File: src/shared/eqr_pkg.sv
package eqr_pkg;

  // ****************************************************************
  // Register map
  // ****************************************************************
  localparam logic [7:0] P1_RATE_LOW_OFS  = 8'h18;
  localparam logic [7:0] P1_RATE_HIGH_OFS = 8'h19;
  localparam logic [7:0] P2_RATE_LOW_OFS  = 8'h28;
  localparam logic [7:0] P2_RATE_HIGH_OFS = 8'h29;
  localparam logic [7:0] P3_RATE_LOW_OFS  = 8'h38;
  localparam logic [7:0] P3_RATE_HIGH_OFS = 8'h39;
  localparam logic [7:0] SHAPER_CTRL_OFS  = 8'h10;
  localparam logic [7:0] SHAPER_STAT_OFS  = 8'h11;

  localparam logic [7:0] RATE_RESET       = 8'h00;
  localparam logic [7:0] CTRL_RESET       = 8'h01;
  localparam logic [7:0] RDATA_UNMAPPED   = 8'h00;

  // ****************************************************************
  // Field positions
  // ****************************************************************
  localparam int LO_NIB_LSB       = 0;
  localparam int HI_NIB_LSB       = 4;
  localparam int CTRL_MULTIQ_BIT  = 0;
  localparam int CTRL_SPEED10_LSB = 1;
  localparam int STAT_SENDING_BIT = 0;
  localparam int STAT_DEFER_BIT   = 1;
  localparam int STAT_PENDING_BIT = 2;

  // ****************************************************************
  // Sizes and codes
  // ****************************************************************
  localparam int NUM_PORTS   = 3;
  localparam int NUM_QUEUES  = 4;
  localparam int NUM_BUCKETS = NUM_PORTS * NUM_QUEUES;
  localparam int DATA_W      = 8;
  localparam int WORD_W      = DATA_W + 5;
  localparam int FIFO_DEPTH  = 8;
  localparam int CREDIT_W    = 26;

  localparam logic [3:0] CODE_UNLIMITED = 4'h0;
  localparam logic [3:0] CODE_10M_MAX   = 4'h8;

  // ****************************************************************
  // Timing: credit is kept in millibits, refilled once a microsecond,
  // so a rate in Kbps is exactly the refill step in millibits.
  // ****************************************************************
  localparam int CLK_PERIOD_NS = 25;
  localparam int TICK_NS       = 1000;
  localparam int TICK_CYCLES   = TICK_NS / CLK_PERIOD_NS;

  localparam logic signed [CREDIT_W-1:0] BYTE_COST  = 26'sh0001F40;
  localparam logic signed [CREDIT_W-1:0] CREDIT_CAP = 26'sh0B94D80;
  localparam logic signed [CREDIT_W-1:0] CREDIT_MIN = -CREDIT_CAP;

  typedef enum logic [0:0] {
    EQR_IDLE = 1'b0,
    EQR_SEND = 1'b1
  } eqr_state_type;

  function automatic logic [16:0] eqr_rate_kbps(input logic [3:0] code);
    logic [16:0] r;
    r = 17'h00000;
    case (code)
      4'h1:    r = 17'h00040;
      4'h2:    r = 17'h00080;
      4'h3:    r = 17'h00100;
      4'h4:    r = 17'h00200;
      4'h5:    r = 17'h003E8;
      4'h6:    r = 17'h007D0;
      4'h7:    r = 17'h00FA0;
      4'h8:    r = 17'h01F40;
      4'h9:    r = 17'h03E80;
      4'hA:    r = 17'h07D00;
      4'hB:    r = 17'h0BB80;
      4'hC:    r = 17'h0FA00;
      4'hD:    r = 17'h11940;
      4'hE:    r = 17'h13880;
      4'hF:    r = 17'h157C0;
      default: r = 17'h00000;
    endcase
    return r;
  endfunction

endpackage

File: src/verilog/eqr_fifo.sv
`timescale 1ns/1ps
module eqr_fifo #(
  parameter int WIDTH = 8,
  parameter int DEPTH = 8
) (
  input  wire logic             mclk,
  input  wire logic             reset,
  input  wire logic             in_valid,
  output logic                  in_ready,
  input  wire logic [WIDTH-1:0] in_data,
  output logic                  out_valid,
  input  wire logic             out_ready,
  output logic [WIDTH-1:0]      out_data
);
  localparam int PW = $clog2(DEPTH);
  localparam int CW = $clog2(DEPTH + 1);
  localparam logic [CW-1:0] FULL_COUNT = CW'(DEPTH);
  localparam logic [PW-1:0] LAST_SLOT  = PW'(DEPTH - 1);

  logic [WIDTH-1:0] mem [DEPTH];
  logic [PW-1:0]    wr_ptr;
  logic [PW-1:0]    rd_ptr;
  logic [CW-1:0]    count;
  logic [CW-1:0]    next_count;
  logic             push;
  logic             pop;

  assign push      = in_valid && in_ready;
  assign pop       = out_valid && out_ready;
  assign out_valid = (count != '0);
  assign out_data  = mem[rd_ptr];

  always_comb begin
    next_count = count;
    if (push && !pop) begin
      next_count = count + 1'b1;
    end else if (pop && !push) begin
      next_count = count - 1'b1;
    end
  end

  always_ff @(posedge mclk) begin
    if (reset) begin
      count    <= '0;
      in_ready <= 1'b1;
    end else begin
      count    <= next_count;
      // Ready is registered so the source sees a clean level
      in_ready <= (next_count != FULL_COUNT);
    end
  end

  always_ff @(posedge mclk) begin
    if (reset) begin
      wr_ptr <= '0;
      rd_ptr <= '0;
    end else begin
      if (push) begin
        wr_ptr <= (wr_ptr == LAST_SLOT) ? '0 : wr_ptr + 1'b1;
      end
      if (pop) begin
        rd_ptr <= (rd_ptr == LAST_SLOT) ? '0 : rd_ptr + 1'b1;
      end
    end
  end

  always_ff @(posedge mclk) begin
    if (push) begin
      mem[wr_ptr] <= in_data;
    end
  end

endmodule

File: src/verilog/eqr_shaper.sv
// Behaviour
// - First register per port: queue 1 code upper nibble, queue 0 lower nibble.
// - Second register per port: queue 3 code upper nibble, queue 2 lower nibble.
// - Code 0000 means unshaped; every code resets to 0000.
// - Codes 0001-0100 shape to 64, 128, 256, 512 Kbps.
// - Codes 0101-1011 shape to 1, 2, 4, 8, 16, 32, 48 Mbps.
// - Codes 1100-1111 shape to 64, 72, 80, 88 Mbps.
// - On a 10 Mbit port, codes above 10 Mbps act as 0000.
// - With one queue per port, only the queue 0 code shapes traffic.
// - Register pair repeats per port at 0x18/0x19, 0x28/0x29, 0x38/0x39.
//
// Strobed register access was chosen for this implementation.
`timescale 1ns/1ps
module eqr_shaper (
  input  wire logic        mclk,
  input  wire logic        reset,
  input  wire logic [7:0]  reg_addr,
  input  wire logic [7:0]  reg_wdata,
  input  wire logic        reg_wr,
  input  wire logic        reg_rd,
  output logic [7:0]       reg_rdata,
  input  wire logic        in_valid,
  output logic             in_ready,
  input  wire logic [7:0]  in_data,
  input  wire logic        in_last,
  input  wire logic [1:0]  in_port,
  input  wire logic [1:0]  in_prio,
  output logic             out_valid,
  input  wire logic        out_ready,
  output logic [7:0]       out_data,
  output logic             out_last,
  output logic [1:0]       out_port,
  output logic [1:0]       out_prio
);

  // ****************************************************************
  // Register file
  // ****************************************************************
  logic [7:0] eg_rate [2*eqr_pkg::NUM_PORTS];
  logic [7:0] shaper_ctrl;
  logic [7:0] shaper_stat;
  logic       multi_q;
  logic [2:0] speed_10m;
  logic       rate_hit;
  logic [2:0] rate_idx;

  assign multi_q   = shaper_ctrl[eqr_pkg::CTRL_MULTIQ_BIT];
  assign speed_10m = shaper_ctrl[eqr_pkg::CTRL_SPEED10_LSB +: 3];

  // Port n occupies 0xn8 and 0xn9 for n = 1..3
  always_comb begin
    rate_hit = 1'b0;
    rate_idx = 3'h0;
    if (reg_addr[3:1] == 3'h4 && reg_addr[7:4] >= 4'h1 && reg_addr[7:4] <= 4'h3) begin
      rate_hit = 1'b1;
      rate_idx = {reg_addr[5:4] - 2'h1, reg_addr[0]};
    end
  end

  always_ff @(posedge mclk) begin
    if (reset) begin
      for (int i = 0; i < 2*eqr_pkg::NUM_PORTS; i++) begin
        eg_rate[i] <= eqr_pkg::RATE_RESET;
      end
    end else if (reg_wr && rate_hit) begin
      eg_rate[rate_idx] <= reg_wdata;
    end
  end

  always_ff @(posedge mclk) begin
    if (reset) begin
      shaper_ctrl <= eqr_pkg::CTRL_RESET;
    end else if (reg_wr && reg_addr == eqr_pkg::SHAPER_CTRL_OFS) begin
      shaper_ctrl <= {4'h0, reg_wdata[3:0]};
    end
  end

  always_ff @(posedge mclk) begin
    if (reset) begin
      reg_rdata <= eqr_pkg::RDATA_UNMAPPED;
    end else if (reg_rd) begin
      if (rate_hit) begin
        reg_rdata <= eg_rate[rate_idx];
      end else if (reg_addr == eqr_pkg::SHAPER_CTRL_OFS) begin
        reg_rdata <= shaper_ctrl;
      end else if (reg_addr == eqr_pkg::SHAPER_STAT_OFS) begin
        reg_rdata <= shaper_stat;
      end else begin
        reg_rdata <= eqr_pkg::RDATA_UNMAPPED;
      end
    end else begin
      // Read data stand for one cycle only
      reg_rdata <= eqr_pkg::RDATA_UNMAPPED;
    end
  end

  // ****************************************************************
  // Input buffer
  // ****************************************************************
  logic [eqr_pkg::WORD_W-1:0] head_word;
  logic                       head_valid;
  logic                       pop;

  eqr_fifo #(
    .WIDTH (eqr_pkg::WORD_W),
    .DEPTH (eqr_pkg::FIFO_DEPTH)
  ) u_fifo (
    .mclk      (mclk),
    .reset     (reset),
    .in_valid  (in_valid),
    .in_ready  (in_ready),
    .in_data   ({in_prio, in_port, in_last, in_data}),
    .out_valid (head_valid),
    .out_ready (pop),
    .out_data  (head_word)
  );

  logic [7:0] head_data;
  logic       head_last;
  logic [1:0] head_port;
  logic [1:0] head_prio;
  logic [1:0] head_q;
  logic [3:0] head_idx;

  assign head_data = head_word[7:0];
  assign head_last = head_word[8];
  assign head_port = head_word[10:9];
  assign head_prio = head_word[12:11];
  assign head_q    = multi_q ? head_prio : 2'h0;
  assign head_idx  = {head_port, head_q};

  // ****************************************************************
  // Credit meters, one per port and queue
  // ****************************************************************
  logic [5:0]                           tick_cnt;
  logic                                 tick;
  logic [3:0]                           eff_code [eqr_pkg::NUM_BUCKETS];
  logic signed [eqr_pkg::CREDIT_W-1:0]  credit   [eqr_pkg::NUM_BUCKETS];
  logic [3:0]                           cur_idx;

  always_ff @(posedge mclk) begin
    if (reset) begin
      tick_cnt <= '0;
    end else if (tick) begin
      tick_cnt <= '0;
    end else begin
      tick_cnt <= tick_cnt + 6'h01;
    end
  end

  assign tick = (tick_cnt == 6'(eqr_pkg::TICK_CYCLES - 1));

  for (genvar g = 0; g < eqr_pkg::NUM_BUCKETS; g++) begin : g_bucket
    localparam int P = g / eqr_pkg::NUM_QUEUES;
    localparam int Q = g % eqr_pkg::NUM_QUEUES;
    localparam int R = 2 * P + Q / 2;
    localparam int L = (Q % 2 == 1) ? eqr_pkg::HI_NIB_LSB : eqr_pkg::LO_NIB_LSB;

    logic [3:0]                          raw_code;
    logic                                debit;
    logic signed [eqr_pkg::CREDIT_W-1:0] step;
    logic signed [eqr_pkg::CREDIT_W-1:0] next_credit;

    assign raw_code = eg_rate[R][L +: 4];

    always_comb begin
      eff_code[g] = raw_code;
      if (!multi_q && Q != 0) begin
        eff_code[g] = eqr_pkg::CODE_UNLIMITED;
      end else if (speed_10m[P] && raw_code > eqr_pkg::CODE_10M_MAX) begin
        eff_code[g] = eqr_pkg::CODE_UNLIMITED;
      end
    end

    assign debit = pop && (cur_idx == 4'(g));
    assign step  = tick ? $signed({9'h000, eqr_pkg::eqr_rate_kbps(eff_code[g])}) : '0;

    // Deficit meter: a frame may start at zero credit and drive it negative,
    // so long frames are never cut, and the deficit pays back before the next.
    always_comb begin
      next_credit = credit[g] + step - (debit ? eqr_pkg::BYTE_COST : '0);
      if (next_credit > eqr_pkg::CREDIT_CAP) begin
        next_credit = eqr_pkg::CREDIT_CAP;
      end else if (next_credit < eqr_pkg::CREDIT_MIN) begin
        next_credit = eqr_pkg::CREDIT_MIN;
      end
    end

    always_ff @(posedge mclk) begin
      if (reset) begin
        credit[g] <= eqr_pkg::CREDIT_CAP;
      end else if (eff_code[g] == eqr_pkg::CODE_UNLIMITED) begin
        credit[g] <= eqr_pkg::CREDIT_CAP;
      end else begin
        credit[g] <= next_credit;
      end
    end
  end

  // ****************************************************************
  // Frame gate
  // ****************************************************************
  eqr_pkg::eqr_state_type state;
  logic                   head_ok;
  logic                   out_free;

  // Port value 3 has no meter and passes unshaped
  assign head_ok  = (head_port == 2'h3) || (credit[head_idx] >= 0);
  assign out_free = !out_valid || out_ready;
  assign pop      = (state == eqr_pkg::EQR_SEND) && head_valid && out_free;

  always_ff @(posedge mclk) begin
    if (reset) begin
      state   <= eqr_pkg::EQR_IDLE;
      cur_idx <= 4'hF;
    end else begin
      case (state)
        eqr_pkg::EQR_IDLE: begin
          if (head_valid && head_ok) begin
            state   <= eqr_pkg::EQR_SEND;
            cur_idx <= head_idx;
          end
        end
        eqr_pkg::EQR_SEND: begin
          if (pop && head_last) begin
            state   <= eqr_pkg::EQR_IDLE;
            cur_idx <= 4'hF;
          end
        end
        default: begin
          state   <= eqr_pkg::EQR_IDLE;
          cur_idx <= 4'hF;
        end
      endcase
    end
  end

  always_ff @(posedge mclk) begin
    if (reset) begin
      out_valid <= 1'b0;
      out_data  <= 8'h00;
      out_last  <= 1'b0;
      out_port  <= 2'h0;
      out_prio  <= 2'h0;
    end else if (pop) begin
      out_valid <= 1'b1;
      out_data  <= head_data;
      out_last  <= head_last;
      out_port  <= head_port;
      out_prio  <= head_prio;
    end else if (out_ready) begin
      out_valid <= 1'b0;
    end
  end

  always_ff @(posedge mclk) begin
    if (reset) begin
      shaper_stat <= 8'h00;
    end else begin
      shaper_stat                            <= 8'h00;
      shaper_stat[eqr_pkg::STAT_SENDING_BIT] <= (state == eqr_pkg::EQR_SEND);
      shaper_stat[eqr_pkg::STAT_DEFER_BIT]   <= (state == eqr_pkg::EQR_IDLE) && head_valid
                                                && !head_ok;
      shaper_stat[eqr_pkg::STAT_PENDING_BIT] <= head_valid;
    end
  end

  logic all_zero;
  always_comb begin
    all_zero = 1'b1;
    for (int i = 0; i < 2*eqr_pkg::NUM_PORTS; i++) begin
      if (eg_rate[i] != 8'h00) begin
        all_zero = 1'b0;
      end
    end
  end
endmodule

File: config.mk
export PLATFORM = sky130hd
export DESIGN_NAME = eqr_shaper
export DESIGN_NICKNAME = d
export VERILOG_FILES = /design/src/shared/eqr_pkg.sv /design/src/verilog/eqr_fifo.sv /design/src/verilog/eqr_shaper.sv
export SDC_FILE = /design/constraint.sdc
export NUM_CORES = 2
export LEC_CHECK = 0
export BUFFER_PORTS_ARGS = -buffer_cell sky130_fd_sc_hd__buf_2
export CAP_MARGIN = 40
export CORE_AREA = 2 2 344 278
export CTS_CLUSTER_DIAMETER = 40
export DETAILED_ROUTE_END_ITERATION = 12
export DIE_AREA = 0 0 346 280
export GPL_TIMING_DRIVEN = 0
export MAX_ROUTING_LAYER = met4
export PLACE_DENSITY = 0.72
export SETUP_SLACK_MARGIN = 0.5
export SLEW_MARGIN = 20
export SYNTH_ARGS = -nofsm -noshare
export SYNTH_HDL_FRONTEND = slang
export SYNTH_SLANG_ARGS = --single-unit
File: constraint.sdc
create_clock -name mclk -period 7.71 [get_ports mclk]
set_clock_uncertainty 0.05 [all_clocks]
set_input_delay 0.771 -clock mclk [delete_from_list [all_inputs] [get_ports mclk]]
set_output_delay 0.771 -clock mclk [all_outputs]
set_load 0.02 [all_outputs]
# Word level (Yosys, flattened, before mapping)
# Memories as Yosys holds them, arrays and structs flattened. A register that Yosys moved wholly into a read port is not among the register bits.
# Cells that the tools add are included.
# W data, S select, Z words.
[word_totals]
reg_bits = 56
mem_bits_rw = 464
mem_bits_ro = 2688
in_bits = 35
output_inout_bits = 23
elab_cells = 405
n_memories = 15
[memory_table]
columns = ["name", "words", "word_bits", "rd", "rd_clocked_by_memory_dff", "wr", "line", "rtl"]
rows = [
  ["credit", 12, 26, 13, 0, 12, "eqr_shaper.sv:138", "logic signed [eqr_pkg::CREDIT_W-1:0] credit [eqr_pkg::NUM_BUCKETS];"],
  ["(name not given)", 16, 14, 1, 0, 0, "eqr_pkg.sv:64", "case (code)"],
  ["(name not given)", 16, 14, 1, 0, 0, "eqr_pkg.sv:64", ""],
  ["(name not given)", 16, 14, 1, 0, 0, "eqr_pkg.sv:64", ""],
  ["(name not given)", 16, 14, 1, 0, 0, "eqr_pkg.sv:64", ""],
  ["(name not given)", 16, 14, 1, 0, 0, "eqr_pkg.sv:64", ""],
  ["+9 memories", "n/a", "n/a", "n/a", "n/a", "n/a", "n/a", ""],
]
[op_classes]
add_sub_neg = 30
magnitude_cmp = 39
n_eq_ne = 21
n_mux = 195
n_bitwise = 26
reduce_logical = 63
[ops]
columns = ["operator", "n"]
rows = [
  ["$mux W26", 48],
  ["$add A26 B17 Y26", 12],
  ["$gt A26 B25 Y1 const B", 12],
  ["$lt A26 B25 Y1 const B", 12],
  ["$sub A26 B13 Y26", 12],
  ["$mux W17", 12],
  ["$mux W13", 12],
  ["$mux W4", 25],
  ["$mux W1", 85],
  ["$logic_not A4 Y1", 13],
  ["$gt A4 B4 Y1 const B", 12],
  ["$logic_and A1 B1 Y1", 38],
  ["$mux W8", 4],
  ["$ge A26 B1 Y1 const B", 1],
  ["$or A1 B1 Y1", 24],
  ["$mux W3", 6],
  ["$eq A4 B3 Y1 const B", 4],
  ["$eq A4 B4 Y1 const B", 4],
  ["$eq A8 B5 Y1 const B", 2],
  ["$eq A3 B3 Y1 const B", 3],
  ["$eq A4 B2 Y1 const B", 2],
  ["$pmux W4 S2", 1],
  ["$reduce_or A8 Y1", 1],
  ["$add A3 B1 Y3 const B", 2],
  ["21 further kinds", 27],
]

# Logic depth before layout (Yosys ltp)
# An unclocked memory read counts as a cell.
[depth]
word_depth = 13
ltp_mapped = 31
mapped_depth_nobuf = 27

# By module
# Synthesis repeated with hierarchy kept, for this count alone.
[hier_totals]
cells_unflattened = 5256
hier_area_um2 = 45932.8
[by_module_without_submodules]
columns = ["module", "n_inst", "cells_per_inst", "area_per_inst_um2", "seq_area_each_um2"]
rows = [
  ["eqr_shaper", 1, 5017, 41294.6, 11010.6],
  ["eqr_fifo", 1, 239, 4638.2, 3403.3],
]

# Least setup slack after synthesis
# Ideal clock, no wire load.
[synth_timing]
path_type = "input-to-reg"
startpoint = "in out_ready"
endpoint = "mem credit[8][8] (netlist bit), data pin"
setup_ns = 0.265
arrival_ns = 5.877
required_ns = 7.395
slack_ns = 1.517
cell_stages = 22
path_buffers = 2
cell_sequence = "nand2b_1 -> nand3_1 -> nor2_1 -> nand2_1 -> nor3_1 -> fa_1 -> inv_1 -> ha_1 -> clkbuf_1 -> a21o_1 -> a21o_1 -> or4_1 -> nand3_1 -> a21oi_1 -> a211o_1 -> a311o_1 -> a21oi_1 -> o21ai_0 -> ha_1 -> clkbuf_1 -> nor2_1 -> or3_1"
[synth_rtl]
columns = ["item", "line", "rtl"]
rows = [
  ["start: declaration", "eqr_shaper.sv:29", "input wire logic out_ready,"],
  ["end: declaration", "eqr_shaper.sv:138", ""],
]

==> key figures <==
Clocking
  – TritonCTS Buffers: between 90 and 100
  – Clk sink count: 498
  – Worst-Skew Late Latency: 680 ps
  – CTS tree: done
  – Root Buffer: clkbuf_16
  – Worst-path clk slew: about 70 ps
  – Clk buf depth: 3
  – H-tree level count: 3

Floorplanning
  – Row cnt: between 100 and 150
  – Initial Utilization: 49.3%
  – Die Width: 346 um
  – Die Y: ~280 um
  – Core area: roughly 94,000 um^2
  – Die footprint: slightly below 100,000 um^2
  – IO Count: a little under 60

Final layout
  – Nets@finish: between 6k and 7k
  – Commonest non-fill, non-tap cells in the layout: 742 x inv_1, 489 x ha_1, 457 x nand2_1
  – Commonest non-fill, non-tap cell in the layout: inv_1
  – Share of cells above drive strength 1: 7.86%
  – Area delta synth->final: 14.9%

Status
  – Status: completed

Drt
  – Initial DRC Count: 3,680
  – Via count: between 40k and 50k
  – Drt pass-1 iters: 6
  – DRC: 0
  – Post-route ant nets: 0
  – Total wire length: ~120,000 um
  – WL/cell: approximately 17 um
  – Vias per Instance: between 5 and 6

Synthesis
  – FF+latch count, synth: between 400 and 500
  – Yosys warns: 0
  – Post-synth EDFFs: around 440
  – Cell variety after synth: slightly above 100
  – Post-synthesis sequential area ratio: a little under a third
  – Post-Synthesis Cells: about 5.3k
  – Syn Area/Cell: 8.71 um^2
  – Top FF cell, synth: edfxtp_1
  – Post-Synthesis Cell Area: between 40,000 and 50,000 um^2
  – Post-synth ARST share: 0%

Placed design
  – Port Buffers: 57
  – DPL Wire Length: roughly 95,000 um
  – Routability Congestion: slightly below 1

STA
  – Worst Tran Pin Value: between 800 and 900 ps
  – Endpoints failing hold: 0
  – RSZ-0062 raised after global routing: true
  – Fin Hold WS: approximately 300 ps
  – Fin crit period: between 6000 and 7000 ps
  – Crit share post-route: between 90 and 100%
  – Relative slew slack: around 43%
  – # setup viols final: 0
  – Maximum clock frequency: around 140 MHz
  – Max-slew violations: 0

Run
  – Total of max-cap violations: 0

Setup path
  – Setup crit end kind: flip-flop
  – CP startpoint kind: flip-flop
  – Crit path kind: reg2reg
  – Critical-path maximum fanout: 10
  – Data required time of the worst path: around 8000 ps
  – CP Data Arrival Time: about 7300 ps

GRT
  – Aggregate global-route resource usage: between 20% and 30%
  – Global route total overflow: 0
  – Initial antenna violation count: 7
  – First-pass GRT wire length: 199,000 um
  – Pin count of the biggest net entering global routing: 16
  – Vias in the first global route: around 38k

Worst hold path
  – Hold Crit Class: in2reg
[registers in the layout (all words and copies together), names as in the netlist, 3 cells and up, named ones only]
name           flops
u_fifo.count       4
eg_rate           64
shaper_stat        3
tick_cnt           6
u_fifo.mem       104
u_fifo.wr_ptr      3
u_fifo.rd_ptr      3
out_data           8
credit           276
reg_rdata          8
cur_idx            4
shaper_ctrl        4
[path summary, 6_finish.rpt]
| kind | cells after the start | end | slack [ps] | from |
|---|---|---|---|---|
| max reg2reg | 25 | credit[9][19] | 720 | shaper_ctrl[3] |
| min | 1 | u_fifo.mem[7][5] | 300 | in_data[5] |
| min reg2reg | 1 | tick_cnt[0] | 420 | tick_cnt[0] |
| max | 25 | credit[9][19] | 720 | shaper_ctrl[3] |
[metal layers]
metal | vias up | global-route usage [%] | part of all wire, %
met1 | 19200 | 36.2 | 46
li1 | 19800 | - | -
met4 | 0 | 6.38 | 2.1
met5 | - | - | 0
met3 | 187 | 4.10 | 8.1
met2 | 1451 | 39.0 | 44
[synth_stat cells (all sizes together) (54+ instances only)]
cell / instances / area, um^2
a211oi: 81 / 628
ha: 489 / 6120
clkbuf: 178 / 669
or3: 55 / 344
o21a: 78 / 586
inv: 743 / 2790
a21oi: 334 / 1670
xor2: 93 / 815
xnor2: 114 / 998
nand2: 460 / 1730
edfxtp: 444 / 13300
and2: 56 / 350
and3: 67 / 419
nand3: 153 / 766
nor3: 110 / 561
o21ai: 270 / 1350
o211ai: 102 / 766
a21o: 112 / 841
dfxtp: 54 / 1080
a31oi: 59 / 369
nand2b: 67 / 419
fa: 84 / 1680
nor2: 376 / 1410
[critical path: stages (launching register included)]
cell      delay (ps)
dfxtp_1          350
clkbuf_2         330
a21boi_0         230
nand2_1          280
inv_1            180
ha_1             320
nand2_1           70
a32oi_1          210
nand2_1           90
fa_1             480
inv_1             40
ha_1             270
clkbuf_1         210
a21o_1           220
a21oi_1          300
nand2_1          190
a311o_1          370
a21oi_1          200
xnor2_1          230
a31o_2           170
a21oi_1           60
o21ai_0          240
or4b_2           610
ha_1             380
clkinv_1         330
a21o_1           280
[kinds of logic (layout without fill, tap and decap cells)]
family                   Yosys count  count (layout)  share of synthesized area [%]
AO/OA/AOI/OAI                   1387            1387                           20.2
flip-flops                       498             498                           31.2
other                              1             294                        0.00811
buffers and inverters            955            1233                           7.81
multiplexers                     102             102                           3.32
XOR/XNOR                         207             207                           3.92
adder cells (fa/ha/maj)          573             573                           16.9
AND/OR/NAND/NOR                 1587            1587                           16.7
[layout make-up]
type,instances,area (um^2)
antenna,6,15.0
buffer,210,862
clock buffer,108,2470
clock inverter,71,801
fill,8449,40600
inverter,745,2800
multi-input combinational,4144,29600
sequential,498,14400
tap,1236,1550
timing repair buffer,99,653
[through the flow]
step	worst slack (ps)	instance area, um^2	setup TNS (ps)	utilization, %	instances
after floorplan	1520	47300	0	-	5597
after global placement	-832	49200	-33570	52.4	6890
after detailed placement	-740	49500	-32730	52.8	6923
after CTS	454	52900	0	56.4	7103
after global routing	489	53100	0	56.7	7117
final	718	53100	0	56.7	7117
[repair_timing]
item | CTS | global route
setup endpoints to repair | 185 | 204
pin swaps | 1 | 3
setup buffers | 1 | 3
hold endpoints to repair | 0 | 0
hold buffers | 0 | 0
resized for setup | 24 | 81
Power is not shown: default switching activity piles up to over one toggle a cycle in this logic, so the estimate is an artifact.
